--- src/capture_pixel_formatter_pkg.sv ---
// Constants for the per-field capture pixel formatter
package capture_pixel_formatter_pkg;
   // ****************************************
   // Register map
   // ****************************************
   localparam logic [11:0] FMT_OFFSET = 12'h0d4;
   localparam logic [11:0] CTL_OFFSET = 12'h0d8;
   localparam logic [11:0] CAPEN_OFFSET = 12'h0dc;
   localparam logic [11:0] STAT_OFFSET = 12'h0ec;
   localparam logic [7:0] FMT_RESET = 8'h00;
   localparam logic [7:0] CTL_RESET = 8'h00;
   localparam logic [7:0] CAPEN_RESET = 8'h00;
   localparam int ODD_FMT_LSB = 4;
   localparam int EVEN_FMT_LSB = 0;
   localparam int STD_BIT = 7;
   localparam int BARS_BIT = 6;
   localparam int DIFF_DIS_BIT = 5;
   localparam int GAMMA_DIS_BIT = 4;
   localparam int ODD_HW_BIT = 3;
   localparam int EVEN_HW_BIT = 2;
   localparam int ODD_BX_BIT = 1;
   localparam int EVEN_BX_BIT = 0;
   localparam int CAP_ODD_BIT = 1;
   localparam int CAP_EVEN_BIT = 0;
   localparam logic [1:0] RESP_OKAY = 2'h0;
   localparam logic [1:0] RESP_SLVERR = 2'h2;
   // ****************************************
   // Format codes
   // ****************************************
   localparam logic [3:0] FMT_RGB32 = 4'h0;
   localparam logic [3:0] FMT_RGB24 = 4'h1;
   localparam logic [3:0] FMT_RGB16 = 4'h2;
   localparam logic [3:0] FMT_RGB15 = 4'h3;
   localparam logic [3:0] FMT_YUV422 = 4'h4;
   localparam logic [3:0] FMT_YUV411 = 4'h5;
   localparam logic [3:0] FMT_GREY = 4'h6;
   localparam logic [3:0] FMT_RGB8 = 4'h7;
   localparam logic [3:0] FMT_PLANAR422 = 4'h8;
   localparam logic [3:0] FMT_PLANAR411 = 4'h9;
   localparam logic [3:0] FMT_RAW = 4'he;
   localparam int BAR_LSB = 7;
endpackage

--- src/capture_pixel_formatter.sv ---
// Per-field pixel formatter with AXI4-Lite register slave
// Behaviour
// - Odd field format from bits 7:4
// - Even field format from bits 3:0
// - Codes 0-6: RGB32/24/16/15, YUV422/411, grey
// - Codes 7,8,9,14 dithered/planar/raw; others reserved
// - Planar 4:1:1 serves 9 and 12 bit
// - Bit 7 gives standard in serial mode
// - Bit 6 injects colour bars at input
// - Bit 5 clear: diffuse error in RGB16/15
// - Bit 4 clear: remove gamma 2.2/2.8
// - Bit 3: exchange halfwords, odd field
// - Bit 2: exchange halfwords, even field
// - Bit 1: exchange bytes in halves, odd
// - Bit 0: exchange bytes in halves, even
// - Write FIFO only when parity capture enabled
`timescale 1ns/1ps
module capture_pixel_formatter (
   input wire logic aclk,
   input wire logic aresetn,
   input wire logic [11:0] awaddr,
   input wire logic awvalid,
   output logic awready,
   input wire logic [31:0] wdata,
   input wire logic [3:0] wstrb,
   input wire logic wvalid,
   output logic wready,
   output logic [1:0] bresp,
   output logic bvalid,
   input wire logic bready,
   input wire logic [11:0] araddr,
   input wire logic arvalid,
   output logic arready,
   output logic [31:0] rdata,
   output logic [1:0] rresp,
   output logic rvalid,
   input wire logic rready,
   input wire logic field_start,
   input wire logic field_odd,
   input wire logic line_start,
   input wire logic pix_valid,
   input wire logic [7:0] pix_r,
   input wire logic [7:0] pix_g,
   input wire logic [7:0] pix_b,
   input wire logic [7:0] pix_y,
   input wire logic [7:0] pix_cb,
   input wire logic [7:0] pix_cr,
   input wire logic decoder_625,
   input wire logic gpio_spi16_mode,
   output logic [31:0] fifo_wdata,
   output logic fifo_wvalid,
   output logic [3:0] field_format
);
   // ****************************************
   // Register slave
   // ****************************************
   logic [7:0] fmt_q, fmt_d, ctl_q, ctl_d, capen_q, capen_d;
   logic [11:0] awa_q, awa_d;
   logic [31:0] wd_q, wd_d;
   logic ws_q, ws_d, awh_q, awh_d, wh_q, wh_d;
   logic awready_q, awready_d, wready_q, wready_d, bvalid_q, bvalid_d;
   logic arready_q, arready_d, rvalid_q, rvalid_d;
   logic [1:0] bresp_q, bresp_d, rresp_q, rresp_d;
   logic [31:0] rdata_q, rdata_d;
   logic do_wr;
   logic [7:0] stat;
   logic odd_q, cap_q, std625;
   logic [3:0] fmt_cur_q;

   always_comb begin
      fmt_d = fmt_q;
      ctl_d = ctl_q;
      capen_d = capen_q;
      awa_d = awa_q;
      wd_d = wd_q;
      ws_d = ws_q;
      awh_d = awh_q;
      wh_d = wh_q;
      bvalid_d = bvalid_q && !bready;
      bresp_d = bresp_q;
      rvalid_d = rvalid_q && !rready;
      rresp_d = rresp_q;
      rdata_d = rdata_q;
      if (awvalid && awready_q) begin
         awa_d = awaddr;
         awh_d = 1'b1;
      end
      if (wvalid && wready_q) begin
         wd_d = wdata;
         ws_d = wstrb[0];
         wh_d = 1'b1;
      end
      do_wr = awh_q && wh_q && !bvalid_q;
      if (do_wr) begin
         awh_d = 1'b0;
         wh_d = 1'b0;
         bvalid_d = 1'b1;
         bresp_d = capture_pixel_formatter_pkg::RESP_OKAY;
         unique case (awa_q[11:2])
            capture_pixel_formatter_pkg::FMT_OFFSET[11:2]:
               if (ws_q) fmt_d = wd_q[7:0];
            capture_pixel_formatter_pkg::CTL_OFFSET[11:2]:
               if (ws_q) ctl_d = wd_q[7:0];
            capture_pixel_formatter_pkg::CAPEN_OFFSET[11:2]:
               if (ws_q) capen_d = {6'h00, wd_q[1:0]};
            capture_pixel_formatter_pkg::STAT_OFFSET[11:2]: ;
            default: bresp_d = capture_pixel_formatter_pkg::RESP_SLVERR;
         endcase
      end
      if (arvalid && arready_q) begin
         rvalid_d = 1'b1;
         rresp_d = capture_pixel_formatter_pkg::RESP_OKAY;
         unique case (araddr[11:2])
            capture_pixel_formatter_pkg::FMT_OFFSET[11:2]: rdata_d = {24'h00_0000, fmt_q};
            capture_pixel_formatter_pkg::CTL_OFFSET[11:2]: rdata_d = {24'h00_0000, ctl_q};
            capture_pixel_formatter_pkg::CAPEN_OFFSET[11:2]: rdata_d = {24'h00_0000, capen_q};
            capture_pixel_formatter_pkg::STAT_OFFSET[11:2]: rdata_d = {24'h00_0000, stat};
            default: begin
               rdata_d = 32'h0000_0000;
               rresp_d = capture_pixel_formatter_pkg::RESP_SLVERR;
            end
         endcase
      end
      awready_d = !awh_d && !bvalid_d;
      wready_d = !wh_d && !bvalid_d;
      arready_d = !rvalid_d;
   end

   always_ff @(posedge aclk) begin
      if (!aresetn) begin
         fmt_q <= capture_pixel_formatter_pkg::FMT_RESET;
         ctl_q <= capture_pixel_formatter_pkg::CTL_RESET;
         capen_q <= capture_pixel_formatter_pkg::CAPEN_RESET;
         awa_q <= 12'h000;
         wd_q <= 32'h0000_0000;
         ws_q <= 1'b0;
         awh_q <= 1'b0;
         wh_q <= 1'b0;
         awready_q <= 1'b0;
         wready_q <= 1'b0;
         bvalid_q <= 1'b0;
         bresp_q <= 2'h0;
         arready_q <= 1'b0;
         rvalid_q <= 1'b0;
         rresp_q <= 2'h0;
         rdata_q <= 32'h0000_0000;
      end else begin
         fmt_q <= fmt_d;
         ctl_q <= ctl_d;
         capen_q <= capen_d;
         awa_q <= awa_d;
         wd_q <= wd_d;
         ws_q <= ws_d;
         awh_q <= awh_d;
         wh_q <= wh_d;
         awready_q <= awready_d;
         wready_q <= wready_d;
         bvalid_q <= bvalid_d;
         bresp_q <= bresp_d;
         arready_q <= arready_d;
         rvalid_q <= rvalid_d;
         rresp_q <= rresp_d;
         rdata_q <= rdata_d;
      end
   end

   // ****************************************
   // Format conversion stage
   // ****************************************
   logic hw_q, bx_q, line_odd_q;
   logic [9:0] pcnt_q;
   logic [63:0] acc_q, acc_d;
   logic [3:0] cnt_q, cnt_d;
   logic [2:0] er_q, eg_q, eb_q, er_d, eg_d, eb_d;
   logic [31:0] out_d, raw_d, raw_q;
   logic outv_d, outv_q, take;
   logic [7:0] r, g, b, y, cb, cr;
   logic [31:0] by;
   logic [2:0] nb;
   logic [3:0] dv;
   logic [63:0] sum;
   logic [7:0] sr, sg, sb;

   function automatic logic [7:0] lin(input logic [7:0] x, input logic p);
      logic [15:0] sq, cu;
      sq = x * x;
      cu = sq[15:8] * x;
      return p ? cu[15:8] : sq[15:8];
   endfunction

   function automatic logic [10:0] dif(input logic [7:0] x, input logic [2:0] e,
                                       input logic two);
      logic [8:0] s;
      s = {1'b0, x} + {6'h00, e};
      if (s[8]) s = 9'h0ff;
      if (two) return {s[7:2], 2'h0, 1'b0, s[1:0]};
      return {s[7:3], 3'h0, s[2:0]};
   endfunction

   function automatic logic [7:0] sat(input logic [7:0] x, input logic [3:0] d);
      logic [8:0] s;
      s = {1'b0, x} + {1'b0, d, 4'h0};
      return s[8] ? 8'hff : s[7:0];
   endfunction

   assign std625 = gpio_spi16_mode ? ctl_q[capture_pixel_formatter_pkg::STD_BIT]
                                   : decoder_625;
   assign stat = {1'b0, std625, cap_q, odd_q, fmt_cur_q};
   assign take = pix_valid && cap_q && !field_start;

   always_comb begin
      logic [10:0] qr, qg, qb;
      logic [2:0] idx;
      qr = 11'h000;
      qg = 11'h000;
      qb = 11'h000;
      idx = pcnt_q[capture_pixel_formatter_pkg::BAR_LSB +: 3];
      if (ctl_q[capture_pixel_formatter_pkg::BARS_BIT]) begin
         r = idx[2] ? 8'hbf : 8'h00;
         g = idx[1] ? 8'hbf : 8'h00;
         b = idx[0] ? 8'hbf : 8'h00;
         y = {1'b0, idx[1], idx[2], idx[0], 4'h0};
         cb = 8'h80;
         cr = 8'h80;
      end else begin
         r = pix_r;
         g = pix_g;
         b = pix_b;
         y = pix_y;
         cb = pix_cb;
         cr = pix_cr;
      end
      if (!ctl_q[capture_pixel_formatter_pkg::GAMMA_DIS_BIT]) begin
         r = lin(r, std625);
         g = lin(g, std625);
         b = lin(b, std625);
      end
      er_d = er_q;
      eg_d = eg_q;
      eb_d = eb_q;
      if (fmt_cur_q == capture_pixel_formatter_pkg::FMT_RGB16 ||
          fmt_cur_q == capture_pixel_formatter_pkg::FMT_RGB15) begin
         qr = dif(r, er_q, 1'b0);
         qg = dif(g, eg_q, fmt_cur_q == capture_pixel_formatter_pkg::FMT_RGB16);
         qb = dif(b, eb_q, 1'b0);
         r = qr[10:3];
         g = qg[10:3];
         b = qb[10:3];
         if (take) begin
            er_d = qr[2:0];
            eg_d = qg[2:0];
            eb_d = qb[2:0];
         end
         if (ctl_q[capture_pixel_formatter_pkg::DIFF_DIS_BIT]) begin
            er_d = 3'h0;
            eg_d = 3'h0;
            eb_d = 3'h0;
         end
      end
      if (line_start || field_start) begin
         er_d = 3'h0;
         eg_d = 3'h0;
         eb_d = 3'h0;
      end
      dv = {1'b0, pcnt_q[0], line_odd_q, 1'b0};
      by = 32'h0000_0000;
      nb = 3'h0;
      sr = sat(r, dv);
      sg = sat(g, dv);
      sb = sat(b, {dv[2:0], 1'b0});
      unique case (fmt_cur_q)
         capture_pixel_formatter_pkg::FMT_RGB32: begin
            by = {8'h00, r, g, b};
            nb = 3'h4;
         end
         capture_pixel_formatter_pkg::FMT_RGB24: begin
            by = {8'h00, r, g, b};
            nb = 3'h3;
         end
         capture_pixel_formatter_pkg::FMT_RGB16: begin
            by = {16'h0000, r[7:3], g[7:2], b[7:3]};
            nb = 3'h2;
         end
         capture_pixel_formatter_pkg::FMT_RGB15: begin
            by = {16'h0000, 1'b0, r[7:3], g[7:3], b[7:3]};
            nb = 3'h2;
         end
         capture_pixel_formatter_pkg::FMT_YUV422,
         capture_pixel_formatter_pkg::FMT_PLANAR422: begin
            by = {16'h0000, pcnt_q[0] ? cr : cb, y};
            nb = 3'h2;
         end
         capture_pixel_formatter_pkg::FMT_YUV411,
         capture_pixel_formatter_pkg::FMT_PLANAR411: begin
            by = {16'h0000, pcnt_q[1] ? cr : cb, y};
            nb = pcnt_q[0] ? 3'h1 : 3'h2;
         end
         capture_pixel_formatter_pkg::FMT_GREY,
         capture_pixel_formatter_pkg::FMT_RAW: begin
            by = {24'h00_0000, y};
            nb = 3'h1;
         end
         capture_pixel_formatter_pkg::FMT_RGB8: begin
            by = {24'h00_0000, sr[7:5], sg[7:5], sb[7:6]};
            nb = 3'h1;
         end
         default: ;
      endcase
      acc_d = acc_q;
      cnt_d = cnt_q;
      outv_d = 1'b0;
      sum = acc_q | ({32'h0000_0000, by} << {cnt_q, 3'h0});
      raw_d = sum[31:0];
      if (field_start) begin
         acc_d = 64'h0000_0000_0000_0000;
         cnt_d = 4'h0;
      end else if (take) begin
         acc_d = sum;
         cnt_d = cnt_q + {1'b0, nb};
         if (cnt_d >= 4'h4) begin
            outv_d = 1'b1;
            acc_d = sum >> 32;
            cnt_d = cnt_d - 4'h4;
         end
      end
      out_d = raw_d;
      if (hw_q) out_d = {out_d[15:0], out_d[31:16]};
      if (bx_q) out_d = {out_d[23:16], out_d[31:24], out_d[7:0], out_d[15:8]};
   end

   always_ff @(posedge aclk) begin
      if (!aresetn) begin
         odd_q <= 1'b0;
         cap_q <= 1'b0;
         fmt_cur_q <= 4'h0;
         hw_q <= 1'b0;
         bx_q <= 1'b0;
         line_odd_q <= 1'b0;
         pcnt_q <= 10'h000;
         acc_q <= 64'h0000_0000_0000_0000;
         cnt_q <= 4'h0;
         er_q <= 3'h0;
         eg_q <= 3'h0;
         eb_q <= 3'h0;
         outv_q <= 1'b0;
         raw_q <= 32'h0000_0000;
         fifo_wdata <= 32'h0000_0000;
      end else begin
         if (field_start) begin
            odd_q <= field_odd;
            cap_q <= field_odd ? capen_q[capture_pixel_formatter_pkg::CAP_ODD_BIT]
                               : capen_q[capture_pixel_formatter_pkg::CAP_EVEN_BIT];
            fmt_cur_q <= field_odd ? fmt_q[capture_pixel_formatter_pkg::ODD_FMT_LSB +: 4]
                                   : fmt_q[capture_pixel_formatter_pkg::EVEN_FMT_LSB +: 4];
            hw_q <= ctl_q[field_odd ? capture_pixel_formatter_pkg::ODD_HW_BIT
                                    : capture_pixel_formatter_pkg::EVEN_HW_BIT];
            bx_q <= ctl_q[field_odd ? capture_pixel_formatter_pkg::ODD_BX_BIT
                                    : capture_pixel_formatter_pkg::EVEN_BX_BIT];
            line_odd_q <= 1'b0;
         end else if (line_start) begin
            line_odd_q <= !line_odd_q;
         end
         pcnt_q <= (field_start || line_start) ? 10'h000 : pcnt_q + {9'h000, pix_valid};
         acc_q <= acc_d;
         cnt_q <= cnt_d;
         er_q <= er_d;
         eg_q <= eg_d;
         eb_q <= eb_d;
         outv_q <= outv_d;
         raw_q <= raw_d;
         if (outv_d) fifo_wdata <= out_d;
      end
   end

   assign fifo_wvalid = outv_q;
   assign field_format = fmt_cur_q;
   assign awready = awready_q;
   assign wready = wready_q;
   assign bvalid = bvalid_q;
   assign bresp = bresp_q;
   assign arready = arready_q;
   assign rvalid = rvalid_q;
   assign rresp = rresp_q;
   assign rdata = rdata_q;
endmodule // capture_pixel_formatter

--- config.mk ---
export PLATFORM = sky130hd
export DESIGN_NAME = capture_pixel_formatter
export DESIGN_NICKNAME = d
export VERILOG_FILES = /design/src/capture_pixel_formatter_pkg.sv /design/src/capture_pixel_formatter.sv
export SDC_FILE = /design/constraint.sdc
export NUM_CORES = 1
export LEC_CHECK = 0
export BUFFER_PORTS_ARGS = -buffer_cell sky130_fd_sc_hd__clkbuf_2
export CAP_MARGIN = 20
export CORE_ASPECT_RATIO = 0.7
export CORE_MARGIN = 1.5
export CORE_UTILIZATION = 41
export CTS_BUF_LIST = sky130_fd_sc_hd__clkbuf_8
export CTS_CLUSTER_DIAMETER = 150
export DETAILED_ROUTE_END_ITERATION = 12
export SYNTH_ARGS = -nofsm -noshare
export SYNTH_HDL_FRONTEND = slang
export SYNTH_SLANG_ARGS = --single-unit
--- constraint.sdc ---
create_clock -name aclk -period 45.6 [get_ports aclk]
set_clock_uncertainty 0.1 [all_clocks]
set_input_delay 9.12 -clock aclk [delete_from_list [all_inputs] [get_ports aclk]]
set_output_delay 9.12 -clock aclk [all_outputs]
set_load 0.005 [all_outputs]
==> run summary <==
The aggregate global-route resource usage is roughly a quarter. The via count of the first global-routing pass is 21440. The worst register-to-register path ends at fifo_wdata[29]. The reg-to-reg setup timing slack came out at 29.91 ns. The min-delay analysis places its worst path in the category reg2reg. The largest net degree at the start of global routing is 81. The pre-CTS worst setup slack came out at 22.16 ns. Clock-pin slew was measured on the worst setup and hold paths at 0.09 ns. CTS placed an instance of sky130_fd_sc_hd__clkbuf_8 at the clock tree root. The path with the worst hold slack has its endpoint at fifo_wdata[25]. The synthesized design contains 0 enable-type register cells.

The number of buffers inserted by port buffering is between 100 and 150. Max-cap violations in this run came to 0. Hold repair after CTS inserted 0 buffers. CTS built an H-tree with a depth of 4. The arrival time at the worst endpoint is 23.56 ns.

The number of nets at the end of the flow is 3432. The final-report setup violation count is 0. The upper clock frequency limit came out at 43.0 MHz. The synthesized design spends more area on one cell type than any other, namely sky130_fd_sc_hd__dfxtp_1. The flow ran to the end, and the final reports show no timing, DRC or antenna violations. The number of buffers inserted by post-CTS setup repair is 0.

The critical path launch point type is a primary input. The cell count after synthesis came out at 2862. The total overflow reported by the global router came out at 0. The mean instance size in the synthesized netlist came out at 7.87 um2.

Measured against its own limit, the worst slew margin works out to 22.2%. The CTS tree is built. Setup repair after global routing left no endpoint under its margin. The setup path with the least slack is of type in2reg.

The actual transition at the worst max-transition pin is between 1 and 1.5 ns. Synthesis inferred 183 register bits. The initialized floorplan defines 71 standard-cell rows. At the end of routability-driven placement, the weighted congestion stood at around 0.95. In this run the most critical hold path is launched from fifo_wdata[25]. Summing every instance area after synthesis gives 22500 um2. The count of routing violations after the opening detailed-route iteration is 2088. The cell that appears most often on the critical path is sky130_fd_sc_hd__fa_1. The data required time of the worst path came out at 45.92 ns.

The largest stage delay on the critical path is 0.86 ns. In this run the horizontal extent of the chip is 283 um. The most used flip-flop cell after synthesis is sky130_fd_sc_hd__dfxtp_1. The floorplan die area came out at 56300 um2. By area the synthesized netlist is led by sky130_fd_sc_hd__dfxtp_1 (16%), sky130_fd_sc_hd__fa_1 (16%), sky130_fd_sc_hd__ha_1 (11%). The slowest stage of the critical path is the sky130_fd_sc_hd__a21oi_1 cell. After clock tree synthesis, the repair step resized 0 gates. The largest fanout on the critical path is 11. The worst setup path is captured at a register.

The total I/O pin count came out at a little under 200. The final total negative setup slack came out at 0 ns. The final number of hold-violating endpoints is 0. The number of antenna violations at the first check in global routing came out at 1. The average routed wire per standard cell came out at 19.7 um. The estimated wirelength of the detail-placed design came out at 55.8 mm. The worst path uses 51.0% of the clock period.

The total via count after detailed routing is 21695. The total CTS buffers is 17. The first global-routing pass estimated 116 mm of wire. The number of design rule violations left after detail routing came out at 0. The latest clock arrival within the worst-skew pair came out at between 0.5 and 0.6 ns. The number of sinks handled by clock tree synthesis is around 180. The number of distinct library cell variants in the gate-level netlist after synthesis is 102. The relative area change from synthesis to final layout is 8.03%. Yosys printed 0 warnings. After detailed routing, the total wire length is between 70 and 80 mm. The post-route netlist has about a tenth of its cells at a drive strength greater than 1.

The mean number of vias per cell is 5.90. The final worst slack is approximately 22 ns. The length of the first detailed-routing pass in iterations is 6.

The fraction of synthesized cell area taken by the top area cell type came out at 16.3%. The initial utilization of the core area, before any placement, comes to 41.7%. The hold path depth is 2.

The time the worst path needs with I/O delays and setup came out at ~23 ns. Counting cells, the worst reg-to-reg path comes to 52. The layout has 5527 filler cells. The die is 199 um tall.

The final-report max-slew violation count was 0. The worst reg2reg path startpoint is ctl_q[6]. The area inside the core boundary came out at approximately 54000 um2. The fraction of synthesis flops using an asynchronous set or reset pin came out at 0%. The clock passes through at most 2 buffers.

The sequential fraction of the synthesis area is 16.3%. The final antenna-violating net count is 0.
[state kept, by name, summed over array words and instances (netlist names), 8 cells and up]
name,cells
acc_q,64
fifo_wdata,32
awa_q,10
pcnt_q,10
ctl_q,8
fmt_q,8
rdata,8
wd_q,8
[synth_stat cells, drive strengths merged, types with 8 or more instances]
cell and count:
or4 8, dfxtp 183, o21a 13, a31o 10
o22ai 15, xnor2 32, a32oi 9, a221oi 19
o211ai 12, nand2 244, and4 8, a211oi 62
nand4 16, nor2b 39, clkbuf 129, mux2 14
xor2 26, buf 39, a211o 15, nand2b 23
or2 28, a22oi 16, nor2 408, a22o 11
a21oi 169, a31oi 48, ha 199, nand3 50
o21ai 124, a21boi 31, inv 230, and3 29
nor3 85, and2 39, mux2i 54, o31ai 14
fa 182, or3 22, nor4 17, a21o 40
o211a 13
[per-layer routing]
metal  up-vias  GRT usage (%)  wire (um)
met5         -              0          0
met4         0           7.51       1560
met3       108           6.40       6560
met2       856           39.4      31200
met1     10568           35.7      33000
li1      10163              -          -
[worst max path at each step]
| stage | start | endpoint | slack (ns) | cells past startpoint |
|---|---|---|---|---|
| after floorplan | pix_r[0] | acc_q[14] | 24.96 | 51 |
| after global placement | pix_r[7] | fifo_wdata[29] | 22.23 | 50 |
| after detailed placement | pix_r[7] | fifo_wdata[29] | 22.16 | 50 |
| after CTS | pix_r[7] | fifo_wdata[29] | 22.68 | 50 |
| after global routing | pix_r[7] | fifo_wdata[29] | 21.67 | 50 |
| final | pix_r[7] | fifo_wdata[29] | 22.35 | 50 |
[cells by family (layout without fill, tap and decap cells)]
| group | Yosys count | after routing | synth area share [%] |
|---|---|---|---|
| xor+xnor | 58 | 58 | 2.26 |
| simple gates | 1051 | 1051 | 21.8 |
| flops | 183 | 183 | 16.3 |
| mux | 70 | 70 | 3.32 |
| buf+inv | 400 | 456 | 7.11 |
| compound gates | 718 | 718 | 22.0 |
| fa+ha+maj | 381 | 381 | 27.2 |
| other cells | 1 | 28 | 0.0167 |
[critical path, delay by kind of cell]
family,cells,cell delay (ns)
xor gates and xnor gates,2,0.88
and+or+nand+nor,13,3.10
adders and majority gates,12,4.93
AOI/OAI and AO/OA,18,5.17
buffers and inverters,5,0.35
[area by class of cell]
class / instances / area [um2] / share of cell area, %
Multi-Input combinational cell: 2304 / 17400 / 71.4
Sequential cell: 183 / 3660 / 15.1
Timing Repair Buffer: 192 / 1080 / 4.46
Tap cell: 730 / 913 / 3.76
Inverter: 232 / 871 / 3.58
Clock buffer: 22 / 303 / 1.25
Clock inverter: 10 / 109 / 0.448
Antenna cell: 2 / 5.00 / 0.0206
[layout by cell type (no fill, tap or decap), types with 23 or more instances in the layout]
cell type	netlist	layout
sky130_fd_sc_hd__a21boi_0	29	29
sky130_fd_sc_hd__ha_1	199	199
sky130_fd_sc_hd__or2_2	27	27
sky130_fd_sc_hd__a21o_1	40	40
sky130_fd_sc_hd__buf_4	26	49
sky130_fd_sc_hd__and2_1	39	39
sky130_fd_sc_hd__nor2_1	408	406
sky130_fd_sc_hd__o21ai_0	117	117
sky130_fd_sc_hd__dfxtp_1	183	182
sky130_fd_sc_hd__nand3_1	50	50
sky130_fd_sc_hd__nor3_1	84	83
sky130_fd_sc_hd__conb_1	1	26
sky130_fd_sc_hd__nor2b_1	39	38
sky130_fd_sc_hd__fa_1	182	182
sky130_fd_sc_hd__nand2b_1	23	23
sky130_fd_sc_hd__xor2_1	26	26
sky130_fd_sc_hd__a21oi_1	167	166
sky130_fd_sc_hd__mux2i_1	54	53
sky130_fd_sc_hd__nand2_1	244	244
sky130_fd_sc_hd__and3_1	29	29
sky130_fd_sc_hd__clkbuf_2	0	141
sky130_fd_sc_hd__a211oi_1	61	61
sky130_fd_sc_hd__xnor2_1	32	32
sky130_fd_sc_hd__a31oi_1	47	47
sky130_fd_sc_hd__inv_1	229	229
[per-stage QoR]
step / hold WS (ns) / std cells / util, % / cell area [um2]
3_5_place_dp: 0.347 / 3637 / 44.2 / 23900
2_1_floorplan: 0.322 / 2887 / - / 22600
4_1_cts: 0.361 / 3669 / 45.0 / 24300
3_3_place_gp: 0.340 / 3637 / 44.2 / 23900
6_report: 0.361 / 3675 / 45.0 / 24300
5_1_grt: 0.380 / 3675 / 45.0 / 24300
Power is not shown: default switching activity piles up to over one toggle a cycle in this logic, so the estimate is an artifact.
